$ cat config.mk
export PLATFORM = sky130hd
export DESIGN_NAME = qpio_top
export DESIGN_NICKNAME = d
export VERILOG_FILES = /design/src/qpio_pkg.sv /design/src/qpio_top.sv /design/src/qpio_sync.sv
export SDC_FILE = /design/constraint.sdc
export NUM_CORES = 1
export LEC_CHECK = 0
export ABC_AREA = 1
export BUFFER_PORTS_ARGS = -buffer_cell sky130_fd_sc_hd__buf_2
export CAP_MARGIN = 20
export CORE_ASPECT_RATIO = 1.75
export CORE_MARGIN = 4
export CORE_UTILIZATION = 58
export CTS_BUF_LIST = sky130_fd_sc_hd__clkbuf_8
export CTS_CLUSTER_DIAMETER = 60
export DETAILED_ROUTE_END_ITERATION = 8
export HOLD_SLACK_MARGIN = 0.05
export PLACE_DENSITY_LB_ADDON = 0.12
export SLEW_MARGIN = 10
export SYNTH_ARGS = -nofsm -noshare
export SYNTH_HDL_FRONTEND = slang
export SYNTH_SLANG_ARGS = --single-unit
export TNS_END_PERCENT = 10
$ cat constraint.sdc
create_clock -name MCLK -period 2.76 [get_ports MCLK]
set_clock_uncertainty 0.15 [all_clocks]
set_input_delay 0.276 -clock MCLK [delete_from_list [all_inputs] [get_ports MCLK]]
set_output_delay 0.276 -clock MCLK [all_outputs]
set_load 0.05 [all_outputs]
$ cat src/qpio_pkg.sv
// Package of register map, reset values and field positions for the ports.
package qpio_pkg;
    // ------------------------------------------------------------------
    // Register map
    // ------------------------------------------------------------------
    localparam logic [7:0] OFS_PORT_ZERO  = 8'h80;
    localparam logic [7:0] OFS_PORT_ONE   = 8'h90;
    localparam logic [7:0] OFS_PORT_TWO   = 8'ha0;
    localparam logic [7:0] OFS_PORT_THREE = 8'hb0;
    localparam logic [7:0] OFS_PIN_ZERO   = 8'h84;
    localparam logic [7:0] OFS_PIN_ONE    = 8'h94;
    localparam logic [7:0] OFS_PIN_TWO    = 8'ha4;
    localparam logic [7:0] OFS_PIN_THREE  = 8'hb4;
    localparam logic [7:0] OFS_BIT_OP     = 8'hc0;
    localparam logic [7:0] OFS_ALT_CTRL   = 8'hc4;
    // ------------------------------------------------------------------
    // Reset values
    // ------------------------------------------------------------------
    localparam logic [7:0] LATCH_RESET    = 8'hff;
    localparam logic [7:0] ALT_RESET      = 8'h00;
    // ------------------------------------------------------------------
    // Bit-operation register fields
    // ------------------------------------------------------------------
    localparam int BIT_OP_SEL_LSB  = 0;   // Bit number, 3 bits.
    localparam int BIT_OP_PORT_LSB = 4;   // Port number, 2 bits.
    localparam int BIT_OP_CODE_LSB = 8;   // Operation, 2 bits.
    localparam int BIT_OP_VAL      = 12;  // Value for move.
    localparam logic [1:0] OP_MOVE = 2'h0;
    localparam logic [1:0] OP_CLR  = 2'h1;
    localparam logic [1:0] OP_SET  = 2'h2;
    localparam logic [1:0] OP_CPL  = 2'h3;
    // ------------------------------------------------------------------
    // Alternate control fields
    // ------------------------------------------------------------------
    localparam int ALT_PULSE_A = 0;
    localparam int ALT_PULSE_B = 1;
    localparam int ALT_SPI     = 2;
    localparam int ALT_TIMER_C = 3;
    localparam int ALT_PCLK    = 4;
    localparam int ALT_EXT_MEM = 5;
endpackage

$ cat src/qpio_top.sv
// Four 8-bit parallel ports with latches, pin reads and alternate functions.
module qpio_top (
    input  wire logic        MCLK,
    input  wire logic        NRST,
    // APB slave.
    input  wire logic        PSEL,
    input  wire logic        PENABLE,
    input  wire logic        PWRITE,
    input  wire logic [7:0]  PADDR,
    input  wire logic [31:0] PWDATA,
    output logic      [31:0] PRDATA,
    output logic             PREADY,
    output logic             PSLVERR,
    // External memory access from the core.
    input  wire logic        EXT_START,
    input  wire logic        EXT_ACTIVE,
    input  wire logic [7:0]  EXT_ADDR_LOW_DATA,
    input  wire logic [15:0] EXT_ADDR_HIGH,
    input  wire logic        EXT_WR_STROBE,
    input  wire logic        EXT_RD_STROBE,
    // Peripheral outputs routed to pins.
    input  wire logic        PULSE_OUT_A,
    input  wire logic        PULSE_OUT_B,
    input  wire logic        SPI_CLOCK_OUT,
    input  wire logic        SPI_MOSI_OUT,
    input  wire logic        SPI_MISO_OUT,
    input  wire logic        UART_TX,
    input  wire logic        UART_RX_OUT,
    // Peripheral inputs taken from pins (synchronised), plus the port one analog select.
    output logic             PULSE_GEN_ALT_CLOCK,
    output logic             TIMER_C_CLOCK_INPUT,
    output logic             TIMER_C_EXT_CONTROL,
    output logic             SPI_SLAVE_SEL,
    output logic             SPI_MISO_IN,
    output logic             UART_RX,
    output logic             EXT_IRQ_A,
    output logic             EXT_IRQ_B,
    output logic             TIMER_A_COUNT_INPUT,
    output logic             TIMER_B_COUNT_INPUT,
    output logic [7:0]       ANALOG_SEL,
    // Pins, three signals each for ports zero, two and three; port one has an input only.
    input  wire logic [7:0]  PZ_IN,
    output logic      [7:0]  PZ_OUT,
    output logic      [7:0]  PZ_OE,
    input  wire logic [7:0]  PO_IN,
    input  wire logic [7:0]  PT_IN,
    output logic      [7:0]  PT_OUT,
    output logic      [7:0]  PT_OE,
    input  wire logic [7:0]  PH_IN,
    output logic      [7:0]  PH_OUT,
    output logic      [7:0]  PH_OE
);
    // ------------------------------------------------------------------
    // Declarations
    // ------------------------------------------------------------------
    logic [7:0] zero_q, one_q, two_q, three_q;
    logic [7:0] alt_q;
    logic [7:0] pz_s, po_s, pt_s, ph_s;
    logic       wr_en, rd_en;
    logic [7:0] wdat;
    logic [31:0] rdata_d;
    logic       err_d;
    logic [1:0] op_port;
    logic [2:0] op_bit;
    logic [1:0] op_code;
    logic       op_val;
    logic [7:0] op_new;
    logic       bit_op_wr;
    logic [7:0] pz_out_d, pz_oe_d, pt_out_d, pt_oe_d, ph_out_d, ph_oe_d;

    // Returns the latch byte of a port number.
    function automatic logic [7:0] latch_of(input logic [1:0] p,
        input logic [7:0] a, input logic [7:0] b,
        input logic [7:0] c, input logic [7:0] d);
        case (p)
            2'h0: latch_of = a;
            2'h1: latch_of = b;
            2'h2: latch_of = c;
            default: latch_of = d;
        endcase
    endfunction

    // ------------------------------------------------------------------
    // Pin synchronisers
    // ------------------------------------------------------------------
    qpio_sync #(.W(8)) u_sz (.clk(MCLK), .rst_n(NRST), .din(PZ_IN),
                             .dout(pz_s));
    qpio_sync #(.W(8)) u_so (.clk(MCLK), .rst_n(NRST), .din(PO_IN),
                             .dout(po_s));
    qpio_sync #(.W(8)) u_st (.clk(MCLK), .rst_n(NRST), .din(PT_IN),
                             .dout(pt_s));
    qpio_sync #(.W(8)) u_sh (.clk(MCLK), .rst_n(NRST), .din(PH_IN),
                             .dout(ph_s));

    // ------------------------------------------------------------------
    // Bus decode
    // ------------------------------------------------------------------
    // Writes land in the access phase; reads are captured at setup.
    assign wr_en = PSEL && PENABLE && PWRITE;
    assign rd_en = PSEL && !PENABLE && !PWRITE;
    assign wdat  = PWDATA[7:0];

    // The bit operation fields come straight from the write data.
    assign op_bit  = PWDATA[qpio_pkg::BIT_OP_SEL_LSB +: 3];
    assign op_port = PWDATA[qpio_pkg::BIT_OP_PORT_LSB +: 2];
    assign op_code = PWDATA[qpio_pkg::BIT_OP_CODE_LSB +: 2];
    assign op_val  = PWDATA[qpio_pkg::BIT_OP_VAL];
    assign bit_op_wr = wr_en && (PADDR == qpio_pkg::OFS_BIT_OP);

    // Whole latch byte is read, one bit changed, full byte written back.
    always_comb begin
        op_new = latch_of(op_port, zero_q, one_q, two_q, three_q);
        unique case (op_code)
            qpio_pkg::OP_MOVE: op_new[op_bit] = op_val;
            qpio_pkg::OP_CLR:  op_new[op_bit] = 1'b0;
            qpio_pkg::OP_SET:  op_new[op_bit] = 1'b1;
            qpio_pkg::OP_CPL:  op_new[op_bit] = ~op_new[op_bit];
        endcase
    end

    // ------------------------------------------------------------------
    // Port latches
    // ------------------------------------------------------------------
    // Port zero also takes all ones at the start of an external access,
    // which wins over a software write in the same cycle.
    always_ff @(posedge MCLK) begin
        if (!NRST) begin
            zero_q <= qpio_pkg::LATCH_RESET;
        end else if (EXT_START) begin
            zero_q <= qpio_pkg::LATCH_RESET;
        end else if (wr_en && PADDR == qpio_pkg::OFS_PORT_ZERO) begin
            zero_q <= wdat;
        end else if (bit_op_wr && op_port == 2'h0) begin
            zero_q <= op_new;
        end
    end

    // Port one latch only selects analog or digital input.
    always_ff @(posedge MCLK) begin
        if (!NRST) begin
            one_q <= qpio_pkg::LATCH_RESET;
        end else if (wr_en && PADDR == qpio_pkg::OFS_PORT_ONE) begin
            one_q <= wdat;
        end else if (bit_op_wr && op_port == 2'h1) begin
            one_q <= op_new;
        end
    end

    // Port two latch.
    always_ff @(posedge MCLK) begin
        if (!NRST) begin
            two_q <= qpio_pkg::LATCH_RESET;
        end else if (wr_en && PADDR == qpio_pkg::OFS_PORT_TWO) begin
            two_q <= wdat;
        end else if (bit_op_wr && op_port == 2'h2) begin
            two_q <= op_new;
        end
    end

    // Port three latch.
    always_ff @(posedge MCLK) begin
        if (!NRST) begin
            three_q <= qpio_pkg::LATCH_RESET;
        end else if (wr_en && PADDR == qpio_pkg::OFS_PORT_THREE) begin
            three_q <= wdat;
        end else if (bit_op_wr && op_port == 2'h3) begin
            three_q <= op_new;
        end
    end

    // Alternate function enables; all off so port two and the port three strobe pins start as plain ports.
    always_ff @(posedge MCLK) begin
        if (!NRST) begin
            alt_q <= qpio_pkg::ALT_RESET;
        end else if (wr_en && PADDR == qpio_pkg::OFS_ALT_CTRL) begin
            alt_q <= wdat;
        end
    end

    // ------------------------------------------------------------------
    // Read data
    // ------------------------------------------------------------------
    // Latch offsets return latches, pin offsets return sampled levels.
    always_comb begin
        rdata_d = 32'h0000_0000;
        err_d   = 1'b0;
        unique case (PADDR)
            qpio_pkg::OFS_PORT_ZERO:  rdata_d[7:0] = zero_q;
            qpio_pkg::OFS_PORT_ONE:   rdata_d[7:0] = one_q;
            qpio_pkg::OFS_PORT_TWO:   rdata_d[7:0] = two_q;
            qpio_pkg::OFS_PORT_THREE: rdata_d[7:0] = three_q;
            qpio_pkg::OFS_PIN_ZERO:   rdata_d[7:0] = pz_s;
            qpio_pkg::OFS_PIN_ONE:    rdata_d[7:0] = po_s;
            qpio_pkg::OFS_PIN_TWO:    rdata_d[7:0] = pt_s;
            qpio_pkg::OFS_PIN_THREE:  rdata_d[7:0] = ph_s;
            qpio_pkg::OFS_ALT_CTRL:   rdata_d[7:0] = alt_q;
            qpio_pkg::OFS_BIT_OP:     rdata_d      = 32'h0000_0000;
            default:                  err_d        = 1'b1;
        endcase
    end

    // Read data is captured in the setup cycle so it is valid in access.
    always_ff @(posedge MCLK) begin
        if (!NRST) begin
            PRDATA  <= 32'h0000_0000;
            PSLVERR <= 1'b0;
        end else if (rd_en) begin
            PRDATA  <= rdata_d;
            PSLVERR <= err_d;
        end else if (PSEL && !PENABLE) begin
            PRDATA  <= 32'h0000_0000;
            PSLVERR <= err_d;
        end
    end

    // The slave never waits, so ready is held high once out of reset.
    always_ff @(posedge MCLK) begin
        if (!NRST) begin
            PREADY <= 1'b0;
        end else begin
            PREADY <= 1'b1;
        end
    end

    // ------------------------------------------------------------------
    // Pin drivers
    // ------------------------------------------------------------------
    always_comb begin
        // Port zero: push-pull bus during external access, else open drain.
        if (EXT_ACTIVE) begin
            pz_out_d = EXT_ADDR_LOW_DATA;
            pz_oe_d  = 8'hff;
        end else begin
            pz_out_d = 8'h00;
            pz_oe_d  = ~zero_q;
        end
        // Port two: drive low for zero, else weak pull-up acts as input.
        pt_out_d = 8'h00;
        pt_oe_d  = ~two_q;
        if (EXT_ACTIVE) begin
            pt_out_d = EXT_ADDR_HIGH[7:0];
            pt_oe_d  = 8'hff;
        end
        if (alt_q[qpio_pkg::ALT_SPI]) begin
            pt_out_d[1:0] = {SPI_MOSI_OUT, SPI_CLOCK_OUT};
            pt_oe_d[1:0]  = 2'b11;
            pt_out_d[2]   = SPI_MISO_OUT;
            pt_oe_d[2]    = 1'b1;
            pt_oe_d[3]    = 1'b0;
        end
        if (alt_q[qpio_pkg::ALT_TIMER_C]) begin
            pt_oe_d[4:3] = 2'b00;
        end
        if (alt_q[qpio_pkg::ALT_PULSE_A]) begin
            pt_out_d[5] = PULSE_OUT_A;
            pt_oe_d[5]  = 1'b1;
        end
        if (alt_q[qpio_pkg::ALT_PULSE_B]) begin
            pt_out_d[6] = PULSE_OUT_B;
            pt_oe_d[6]  = 1'b1;
        end
        if (alt_q[qpio_pkg::ALT_PCLK]) begin
            pt_oe_d[7] = 1'b0;
        end
        // Port three: an alternate output shows only while its latch is 1;
        // the pin falls back to the latch level, so a 0 latch holds it low.
        ph_out_d = 8'h00;
        ph_oe_d  = ~three_q;
        if (three_q[1]) begin
            ph_out_d[1] = UART_TX;
            ph_oe_d[1]  = ~UART_TX;
        end
        if (three_q[0]) begin
            ph_oe_d[0] = ~UART_RX_OUT;
        end
        if (alt_q[qpio_pkg::ALT_EXT_MEM]) begin
            ph_oe_d[6] = three_q[6] ? ~EXT_WR_STROBE : 1'b1;
            ph_oe_d[7] = three_q[7] ? ~EXT_RD_STROBE : 1'b1;
        end
    end

    // All pin outputs are registered.
    always_ff @(posedge MCLK) begin
        if (!NRST) begin
            PZ_OUT <= 8'h00;
            PZ_OE  <= 8'h00;
            PT_OUT <= 8'h00;
            PT_OE  <= 8'h00;
            PH_OUT <= 8'h00;
            PH_OE  <= 8'h00;
        end else begin
            PZ_OUT <= pz_out_d;
            PZ_OE  <= pz_oe_d;
            PT_OUT <= pt_out_d;
            PT_OE  <= pt_oe_d;
            PH_OUT <= ph_out_d;
            PH_OE  <= ph_oe_d;
        end
    end

    // ------------------------------------------------------------------
    // Inputs to peripherals
    // ------------------------------------------------------------------
    // Port one never drives; its latch only reports analog selection.
    always_ff @(posedge MCLK) begin
        if (!NRST) begin
            ANALOG_SEL          <= qpio_pkg::LATCH_RESET;
            PULSE_GEN_ALT_CLOCK <= 1'b0;
            TIMER_C_CLOCK_INPUT <= 1'b0;
            TIMER_C_EXT_CONTROL <= 1'b0;
            SPI_SLAVE_SEL       <= 1'b1;
            SPI_MISO_IN         <= 1'b0;
            UART_RX             <= 1'b1;
            EXT_IRQ_A           <= 1'b1;
            EXT_IRQ_B           <= 1'b1;
            TIMER_A_COUNT_INPUT <= 1'b0;
            TIMER_B_COUNT_INPUT <= 1'b0;
        end else begin
            ANALOG_SEL          <= one_q;
            PULSE_GEN_ALT_CLOCK <= pt_s[7];
            SPI_SLAVE_SEL       <= pt_s[3];
            TIMER_C_CLOCK_INPUT <= pt_s[3];
            TIMER_C_EXT_CONTROL <= pt_s[4];
            SPI_MISO_IN         <= pt_s[2];
            UART_RX             <= ph_s[0];
            EXT_IRQ_A           <= ph_s[2];
            EXT_IRQ_B           <= ph_s[3];
            TIMER_A_COUNT_INPUT <= ph_s[4];
            TIMER_B_COUNT_INPUT <= ph_s[5];
        end
    end
endmodule

$ cat src/qpio_sync.sv
// Two-stage synchroniser for a bus of pin levels.
module qpio_sync #(
    parameter int W = 8
) (
    input  wire logic         clk,
    input  wire logic         rst_n,
    input  wire logic [W-1:0] din,
    output logic      [W-1:0] dout
);
    logic [W-1:0] meta_q;

    // First stage feeds only the second stage. Both stages reset to the
    // released, pulled-up pin level, so leaving reset shows no false falling
    // edge to the interrupt, serial or counter inputs behind the pins.
    always_ff @(posedge clk) begin
        if (!rst_n) begin
            meta_q <= '1;
            dout   <= '1;
        end else begin
            meta_q <= din;
            dout   <= meta_q;
        end
    end
endmodule

After elaboration in Yosys (flattened, before gate mapping)
Index checks and enable logic that the tools add are counted.

Register bits after elaboration: 180. Input port bits: 112. Output and inout bits: 100. Logic and storage cells: 136.

Magnitude comparators: 2. Eq/ne operators: 16. Mux-type cells: 37. Bitwise operators: 12. Reduce and logical (&&, ||, !) cells: 31.

Operator list (number): 8-bit 2-to-1 mux (12); 8-bit equality test, second input constant (10); 8-bit one-hot mux with 9 select lines (1); 8-bit NOT (4); 8-bit one-hot mux with 4 select lines (1); 8-bit one-hot mux with 3 select lines (1); 8-bit bitwise mux (2); 1-bit logical AND (15); 1-bit 2-to-1 mux (14); 2-bit nonzero test (5); 10-bit OR reduction (1); 8-bit bitwise AND (1); 2-bit equality test, second input constant (4); 8-bit OR (1); 7-bit 2-to-1 mux (1); 3-bit 2-to-1 mux (2); 1-bit NOT (6); 2-bit OR reduction (3); 2-bit by 1-bit equality test with 1-bit output, second input constant (2); 2-bit logical NOT (2); 3-bit by 4-bit < comparator with 1-bit output, second input constant (1); 2-bit AND reduction (2); 1-bit binary-select mux with 3-bit select (1); 1-bit demux with 3-bit select (1); 4 further kinds (5).

Depth between registers and ports, before layout
Gate-level depths: netlist of run 1.

Depth in word-level cells: 9. Mapped depth: 13. Mapped depth without buffers: 12.

Cells and area by module
Synthesis of run 1 repeated with hierarchy kept, for this count alone.

Cell total of the unflattened synthesis: 1103. Area, all modules: 7737.4 sq um.

By module, submodules not included: qpio_top (times used 1, cells an instance 903, area an instance 5820.6 sq um, sequential area each 2182.1 sq um); qpio_sync (times used 4, cells an instance 50, area an instance 479.2 sq um, sequential area each 320.3 sq um).

Least setup slack after synthesis of run 1
No wires, ideal clock.

Path type: input-to-reg. From: input PWDATA[4]. To: register one_q[6]. Library setup time: 0.117 ns. Arrival time: 1.248 ns. Required time: 2.493 ns. Slack: 1.245 ns. Cell stages on the path: 10. Path buffers: 2. Cell sequence: buf_4 buf_2 o21ai_0 nand3_1 nand3_1 nand2_1 nand2_1 nand4_1 nand2_1 nand2_1.

Cells in the longest elaborated chain, start to end: 9. Elaborated cells between the ends (all ways): 16. Classes of those cells: eq/ne: 2; mux: 8; bitwise: 3; reduce/logical: 3.

RTL lines: from (decl) (line qpio_top.sv:10) `input wire logic [31:0] PWDATA,`; 2-bit equality test, or another cell as far along (line qpio_top.sv:75) `case (p)`; 8-bit one-hot mux with 3 select lines (line qpio_top.sv:75); 1-bit binary-select mux with 3-bit select (line qpio_top.sv:117) `qpio_pkg::OP_CPL: op_new[op_bit] = ~op_new[op_bit];`; 1-bit 2-to-1 mux (implied by the code) (line qpio_top.sv:117); 1-bit NOT (line qpio_top.sv:117); 8-bit bitwise mux (line qpio_top.sv:117); 8-bit one-hot mux with 4 select lines (line qpio_top.sv:113) `unique case (op_code)`; 8-bit 2-to-1 mux (line qpio_top.sv:144) `end else if (bit_op_wr && op_port == 2'h1) begin`; 8-bit 2-to-1 mux (line qpio_top.sv:142) `end else if (wr_en && PADDR == qpio_pkg::OFS_PORT_ONE) begin`; to (signal assigned) (line qpio_top.sv:141) `one_q <= qpio_pkg::LATCH_RESET;`; to (signal assigned) (line qpio_top.sv:143) `one_q <= wdat;`; to (signal assigned) (line qpio_top.sv:145) `one_q <= op_new;`; to (decl) (line qpio_top.sv:56) `logic [7:0] zero_q, one_q, two_q, three_q;`.

Parallel ways exist; a longest one is shown, timed or not. The select of a mux whose other input is x is not followed. A chain may end at the register's enable or synchronous reset.

Worst setup path in the final report of run 1
From: input NRST. To: register PT_OUT[0].

RTL lines: from (decl) (line qpio_top.sv:4) `input wire logic NRST,`; to (signal assigned) (line qpio_top.sv:294) `PT_OUT <= pt_out_d;`; to (decl) (line qpio_top.sv:47) `output logic [7:0] PT_OUT,`.

No word-level cell between the ends.

==> results of run 1 <==
==> Yosys cell counts, drive strengths merged (7+ instances only) <==
cell and n:
nor3 7, nand4 17, a21oi 25, buf 54, a22oi 8, nand3 126, o21bai 16, dfxtp 173
or2 68, clkbuf 17, inv 125, nor2 96, o21ai 31, nand2 266
==> area by class of cell <==
cell class	instances	area [µm²]
Clock inverter	14	151
Fill cell	1089	3560
Multi-Input combinational cell	701	3320
Timing Repair Buffer	222	1440
Tap cell	171	214
Inverter	130	488
Clock buffer	17	234
Sequential cell	173	3460
==> critical path: stages <==
cell and delay (ps):
dlygate4sd3_1 540, buf_2 210, inv_2 170, buf_4 430, a21oi_1 90, dlygate4sd3_1 590
==> path summary, 6_finish.rpt <==
check | to | from | cells after the start | slack (ps)
max | PT_OUT[0] | NRST | 6 | 630
min reg2reg | u_so.dout[5] | u_so.meta_q[5] | 1 | 260
max reg2reg | PT_OUT[6] | alt_q[1] | 5 | 770
min | PSLVERR | PSEL | 4 | 70
==> report_power, final <==
part	total, mW	switching (mW)	internal, mW
Clock	1.69	1.02	0.669
Combinational	0.733	0.507	0.226
Sequential	2.59	0.0199	2.57
==> cells by family after synthesis <==
family	after synthesis	share of synthesized area (%)
AND/OR/NAND/NOR	583	35.3
flip-flops	173	45.7
other	1	0.0494
AO/OA/AOI/OAI	87	6.86
buffers and inverters	201	12.1
==> repair_timing <==
| item | 4_1_cts | 5_1_grt |
|---|---|---|
| hold buffers | 62 | 0 |
| endpoints found under the hold margin | 67 | 0 |
| gates resized for setup | 0 | 0 |
==> layer usage <==
metal / up-vias / track usage (%) / share of wire (%)
li1: 3614 / - / -
met1: 3272 / 31.2 / 35
met2: 298 / 54.3 / 52
met3: 97 / 4.59 / 5.3
met4: 0 / 21.4 / 7.9
met5: - / 0 / 0
==> per-stage QoR <==
stage	setup slack, ps	area (µm²)	power (mW)	std cells	utilization [%]
6_report	633	9310	5.01	1428	72.4
5_1_grt	529	9310	5.20	1428	72.4
4_1_cts	670	9310	5.02	1428	72.4
3_5_place_dp	539	8310	3.30	1335	64.6
3_3_place_gp	559	8310	3.29	1335	64.6
2_1_floorplan	1240	7700	3.16	1075	-
==> results.ini, run 1 <==
[global_routing]
grt_usage_pct = 30.4
grt_pass1_wl_mm = 35.1
grt_max_degree = 55
antenna_found_initial = 0
grt.overflow.total = 0
grt_pass1_vias = 6933

[drt]
antenna_left = 0
avgRoutedWirePerCell_um = 15.8
first_pass_iters = 5
route.detailed.drc = 0
via_count = 7281
dr.first_iter.drc_count = 423
via_per_inst = 5.10
routed_wl_mm = 22.6

[run]
max-cap-violations = 0

[floorplanning]
die_h_um = 159
io_pins = 212
rows = 55
initial_utilization_pct = 58.9
die-area_um2 = 15000
fp.dieW_um = 94.4
core_um2 = 12900

[timing]
whs_ps = 68.7
rsz0062_at_grt = false
fin_tns_setup_ps = 0
worst_pin_slew_ps = 692
post-route-period-util_pct = 77.1
min_period_ps = 2130
maxSlewViolCount = 0
max_freq_mhz = 470
relSlewSlack_pct = 53.7
finalSetupViolCount = 0
hold_viol = 0

[cells_and_area]
antenna_cells = 0
areaGrowthSynthToFinish_pct = 22.8
final_common_cell = nand2_1
layout-drive-gt1-share_pct = 22.9
nNetsFinal = 1357
layout.cells.most_common_list = nand2_1, dfxtp_1, buf_2, nand3_1, inv_1

[logic_synthesis]
netlist.area_leader.share_pct = 45.7
yosys_warnings = 0
ys_seq_area_share_pct = 45.7
syn-mean-instance-area_um2 = 7.26
yosysTopAreaCell = dfxtp_1
synth_cell_type_count = 32
netlist_area_um2 = 7580
synthTopCellsByArea = dfxtp_1, nand2_1, nand3_1, inv_1, or2_2
synthArstFlopShare_pct = 0
synth_seq_cells = 173
synth_edf_count = 0
synthCells = 1045
synthFlopType = dfxtp_1

[worst_setup_path]
endpoint_kind = flip-flop
critPathLaunchType = input port
worst-setup-path-type = input port to flip-flop
worstPathMaxFanout = 54
worstPathArrival_ps = 2320
worstPathRequired_ps = 2950

[status]
status = finished, final reports clean

[clock_tree]
cts_tree = done
cts_setup_buffers = 0
cts_htree_levels = 4
insertion_delay_ps = 450
clk_path_buf_depth = 2
clkSinkCount = 173
numCtsBuffers = 17
clkTransAtPathRegs_ps = 100
cts-root-buf = clkbuf_8

[power_and_ir_drop]
peakVddDrop_uv = 667
power_density_nw_per_um2 = 538
power.leakage_nw = 4.98

[placement]
place.gp.congestion = 0.984
dp_hpwl_mm = 16.3
port_buffers = 151

[min_path]
hp-class = input port to flip-flop

Note: power is estimated with default switching activity, not from simulation.
==> run 2, diff against run 1 <==
- CORE_UTILIZATION: 58 -> 54
- clock period: 2.76 -> 2.1 ns (I/O delays scaled with it)
==> results.ini, run 2 (synthesis results as in run 1) <==
[status]
status = finished, final reports clean

[drt]
dr.first_iter.drc_count = 345  ; -18%
route.detailed.drc = 0  ; unchanged
avgRoutedWirePerCell_um = 15.7  ; -0.50%
via_count = 7316  ; +0.48%
via_per_inst = 4.97  ; -2.5%
first_pass_iters = 5  ; unchanged
routed_wl_mm = 23.1  ; +2.5%
antenna_left = 0  ; unchanged

[timing]
whs_ps = 79.9  ; +11.2 ps
max_freq_mhz = 489
finalWorstSetupSlack_ps = 53.8  ; -579 ps
post-route-period-util_pct = 97.4
maxSlewViolCount = 0  ; unchanged
rsz0062_at_grt = false
worst_pin_slew_ps = 581  ; -111 ps
finalSetupViolCount = 0  ; unchanged
fin_tns_setup_ps = 0  ; unchanged
hold_viol = 0  ; unchanged
min_period_ps = 2050
relSlewSlack_pct = 61.1  ; +7.4 points

[worst_setup_path]
critPathLaunchType = input port
endpoint_kind = flip-flop
worstPathMaxFanout = 12  ; -78%
reg2reg_depth = 4  ; -1
worst-setup-path-type = input port to flip-flop
cp_top_family = buffers and inverters
path_common_cell = dlygate4sd3_1
cpPeakStageDelay_ps = 550  ; -40 ps
cp.depth = 6  ; unchanged
path_cells = dlygate4sd3_1 > buf_4 > a21oi_2 > dlygate4sd3_1 > nor2_1 > dlygate4sd3_1
path_buf_inv = 4  ; -1
worstPathArrival_ps = 2240  ; -80 ps
worstPathRequired_ps = 2300  ; -650 ps
slowest_stage = dlygate4sd3_1

[floorplanning]
io_pins = 212  ; unchanged
fp.dieW_um = 97.6  ; +3.3%
die_h_um = 165  ; +3.5%
die-area_um2 = 16100  ; +6.9%
core_um2 = 13800  ; +7.5%
rows = 57  ; +3.6%
initial_utilization_pct = 54.8  ; -4.1 points

[clock_tree]
numCtsBuffers = 17  ; unchanged
clkTransAtPathRegs_ps = 110  ; about the same
clk_path_buf_depth = 2  ; unchanged
clkSinkCount = 173  ; unchanged
cts_htree_levels = 4  ; unchanged
cts-root-buf = clkbuf_8
cts_tree = done
cts_setup_buffers = 0  ; unchanged
insertion_delay_ps = 470  ; +20 ps

[cells_and_area]
layout-drive-gt1-share_pct = 24.7  ; +1.8 points
nNetsFinal = 1393  ; +2.7%
antenna_cells = 0  ; unchanged
fin_area_um2 = 9600  ; +3.1%
final_common_cell = nand2_1
stdcell_count = 1471  ; +3.0%
areaGrowthSynthToFinish_pct = 26.6
final_core_util_pct = 69.4  ; -3.0 points
fillers = 1203  ; +10%
layout.cells.most_common_list = nand2_1, dfxtp_1, buf_2, nand3_1, inv_1

[placement]
port_buffers = 151  ; unchanged
dpl_cell_area_um2 = 8550  ; +2.9%
place.gp.congestion = 0.978  ; -0.58%
dp_slack_ps = 212  ; -327 ps
dp_cells = 1372  ; +2.8%
dp_hpwl_mm = 16.8  ; +3.4%

[power_and_ir_drop]
power_density_nw_per_um2 = 694  ; +29%
pwr-share-clk_pct = 33.5  ; -0.2 points
p_total_mw = 6.66  ; +33%
pwr-share-seq_pct = 51.1  ; -0.6 points
peakVddDrop_uv = 618  ; -7.3%
power.leakage_nw = 5.15  ; +3.4%
p_sw_share_pct = 30.6  ; -0.25 points
switchingPower_mw = 2.04  ; +32%
pwr-share-comb_pct = 15.4  ; +0.8 points
internal-power_mw = 4.63  ; +33%

[global_routing]
grt_max_degree = 38  ; -31%
grt_pass1_wl_mm = 35.7  ; +1.6%
grt_usage_pct = 28.6  ; -1.7 points
antenna_found_initial = 0  ; unchanged
grt.overflow.total = 0  ; unchanged
grt_pass1_vias = 7138  ; +3.0%

[min_path]
hp-class = input port to flip-flop
min_delay_path_depth = 7  ; +3

[run]
max-cap-violations = 0  ; unchanged

-- run 2: cell count changes in the layout (fill, tap and decap cells not counted), moves of 2 or more --
| cell | change |
|---|---|
| inv_8 | +2 |
| buf_4 | +32 |
| dlygate4sd3_1 | +5 |
| clkinv_8 | -3 |
| clkinvlp_4 | +2 |
-- run 2: power by group through the flow --
stage | registers (mW) | logic [mW] | clock network, mW
3_3_place_gp | 3.48 | 0.907 | 0
6_report | 3.41 | 1.03 | 2.23
5_1_grt | 3.42 | 1.10 | 2.40
4_1_cts | 3.41 | 1.01 | 2.26
3_5_place_dp | 3.48 | 0.913 | 0
2_1_floorplan | 3.64 | 0.506 | 0
-- run 2: routing by layer --
metal,GRT usage [%],routed length (µm),share of wire [%]
met1,28.4,8040,35
met2,53.5,12100,53
met3,4.82,1330,5.7
met4,19.9,1600,6.9
met5,0,0,0
-- run 2: cell type report --
class                      instances  area [µm²]  area share [%]
timing repair buffer             258        1730            18.0
clock inverter                    14         130            1.35
clock buffer                      18         248            2.58
tap                              177         221            2.31
inverter                         130         490            5.11
multi-input combinational        701        3320            34.6
sequential                       173        3460            36.1
-- run 2: path summary, 6_finish.rpt --
check | start | to | slack [ps]
worst max-delay path | EXT_ACTIVE | PT_OUT[6] | 50
worst min-delay path | PSEL | PRDATA[3] | 80
worst max register to register | alt_q[1] | PT_OUT[6] | 220
worst min register to register | u_sz.meta_q[5] | u_sz.dout[5] | 250
-- run 2: worst register-to-register path: cells and delay by family, from the launching register on --
kind	cells	cell delay, ps
flip-flops	1	370
AND/OR/NAND/NOR	1	40
buffers and inverters	2	1100
AO/OA/AOI/OAI	1	110
-- run 2: timing repair --
item                       CTS  global route
gates resized for setup      0             5
setup endpoints to repair    0             4
hold buffers                67             0
hold endpoints to repair    77             0
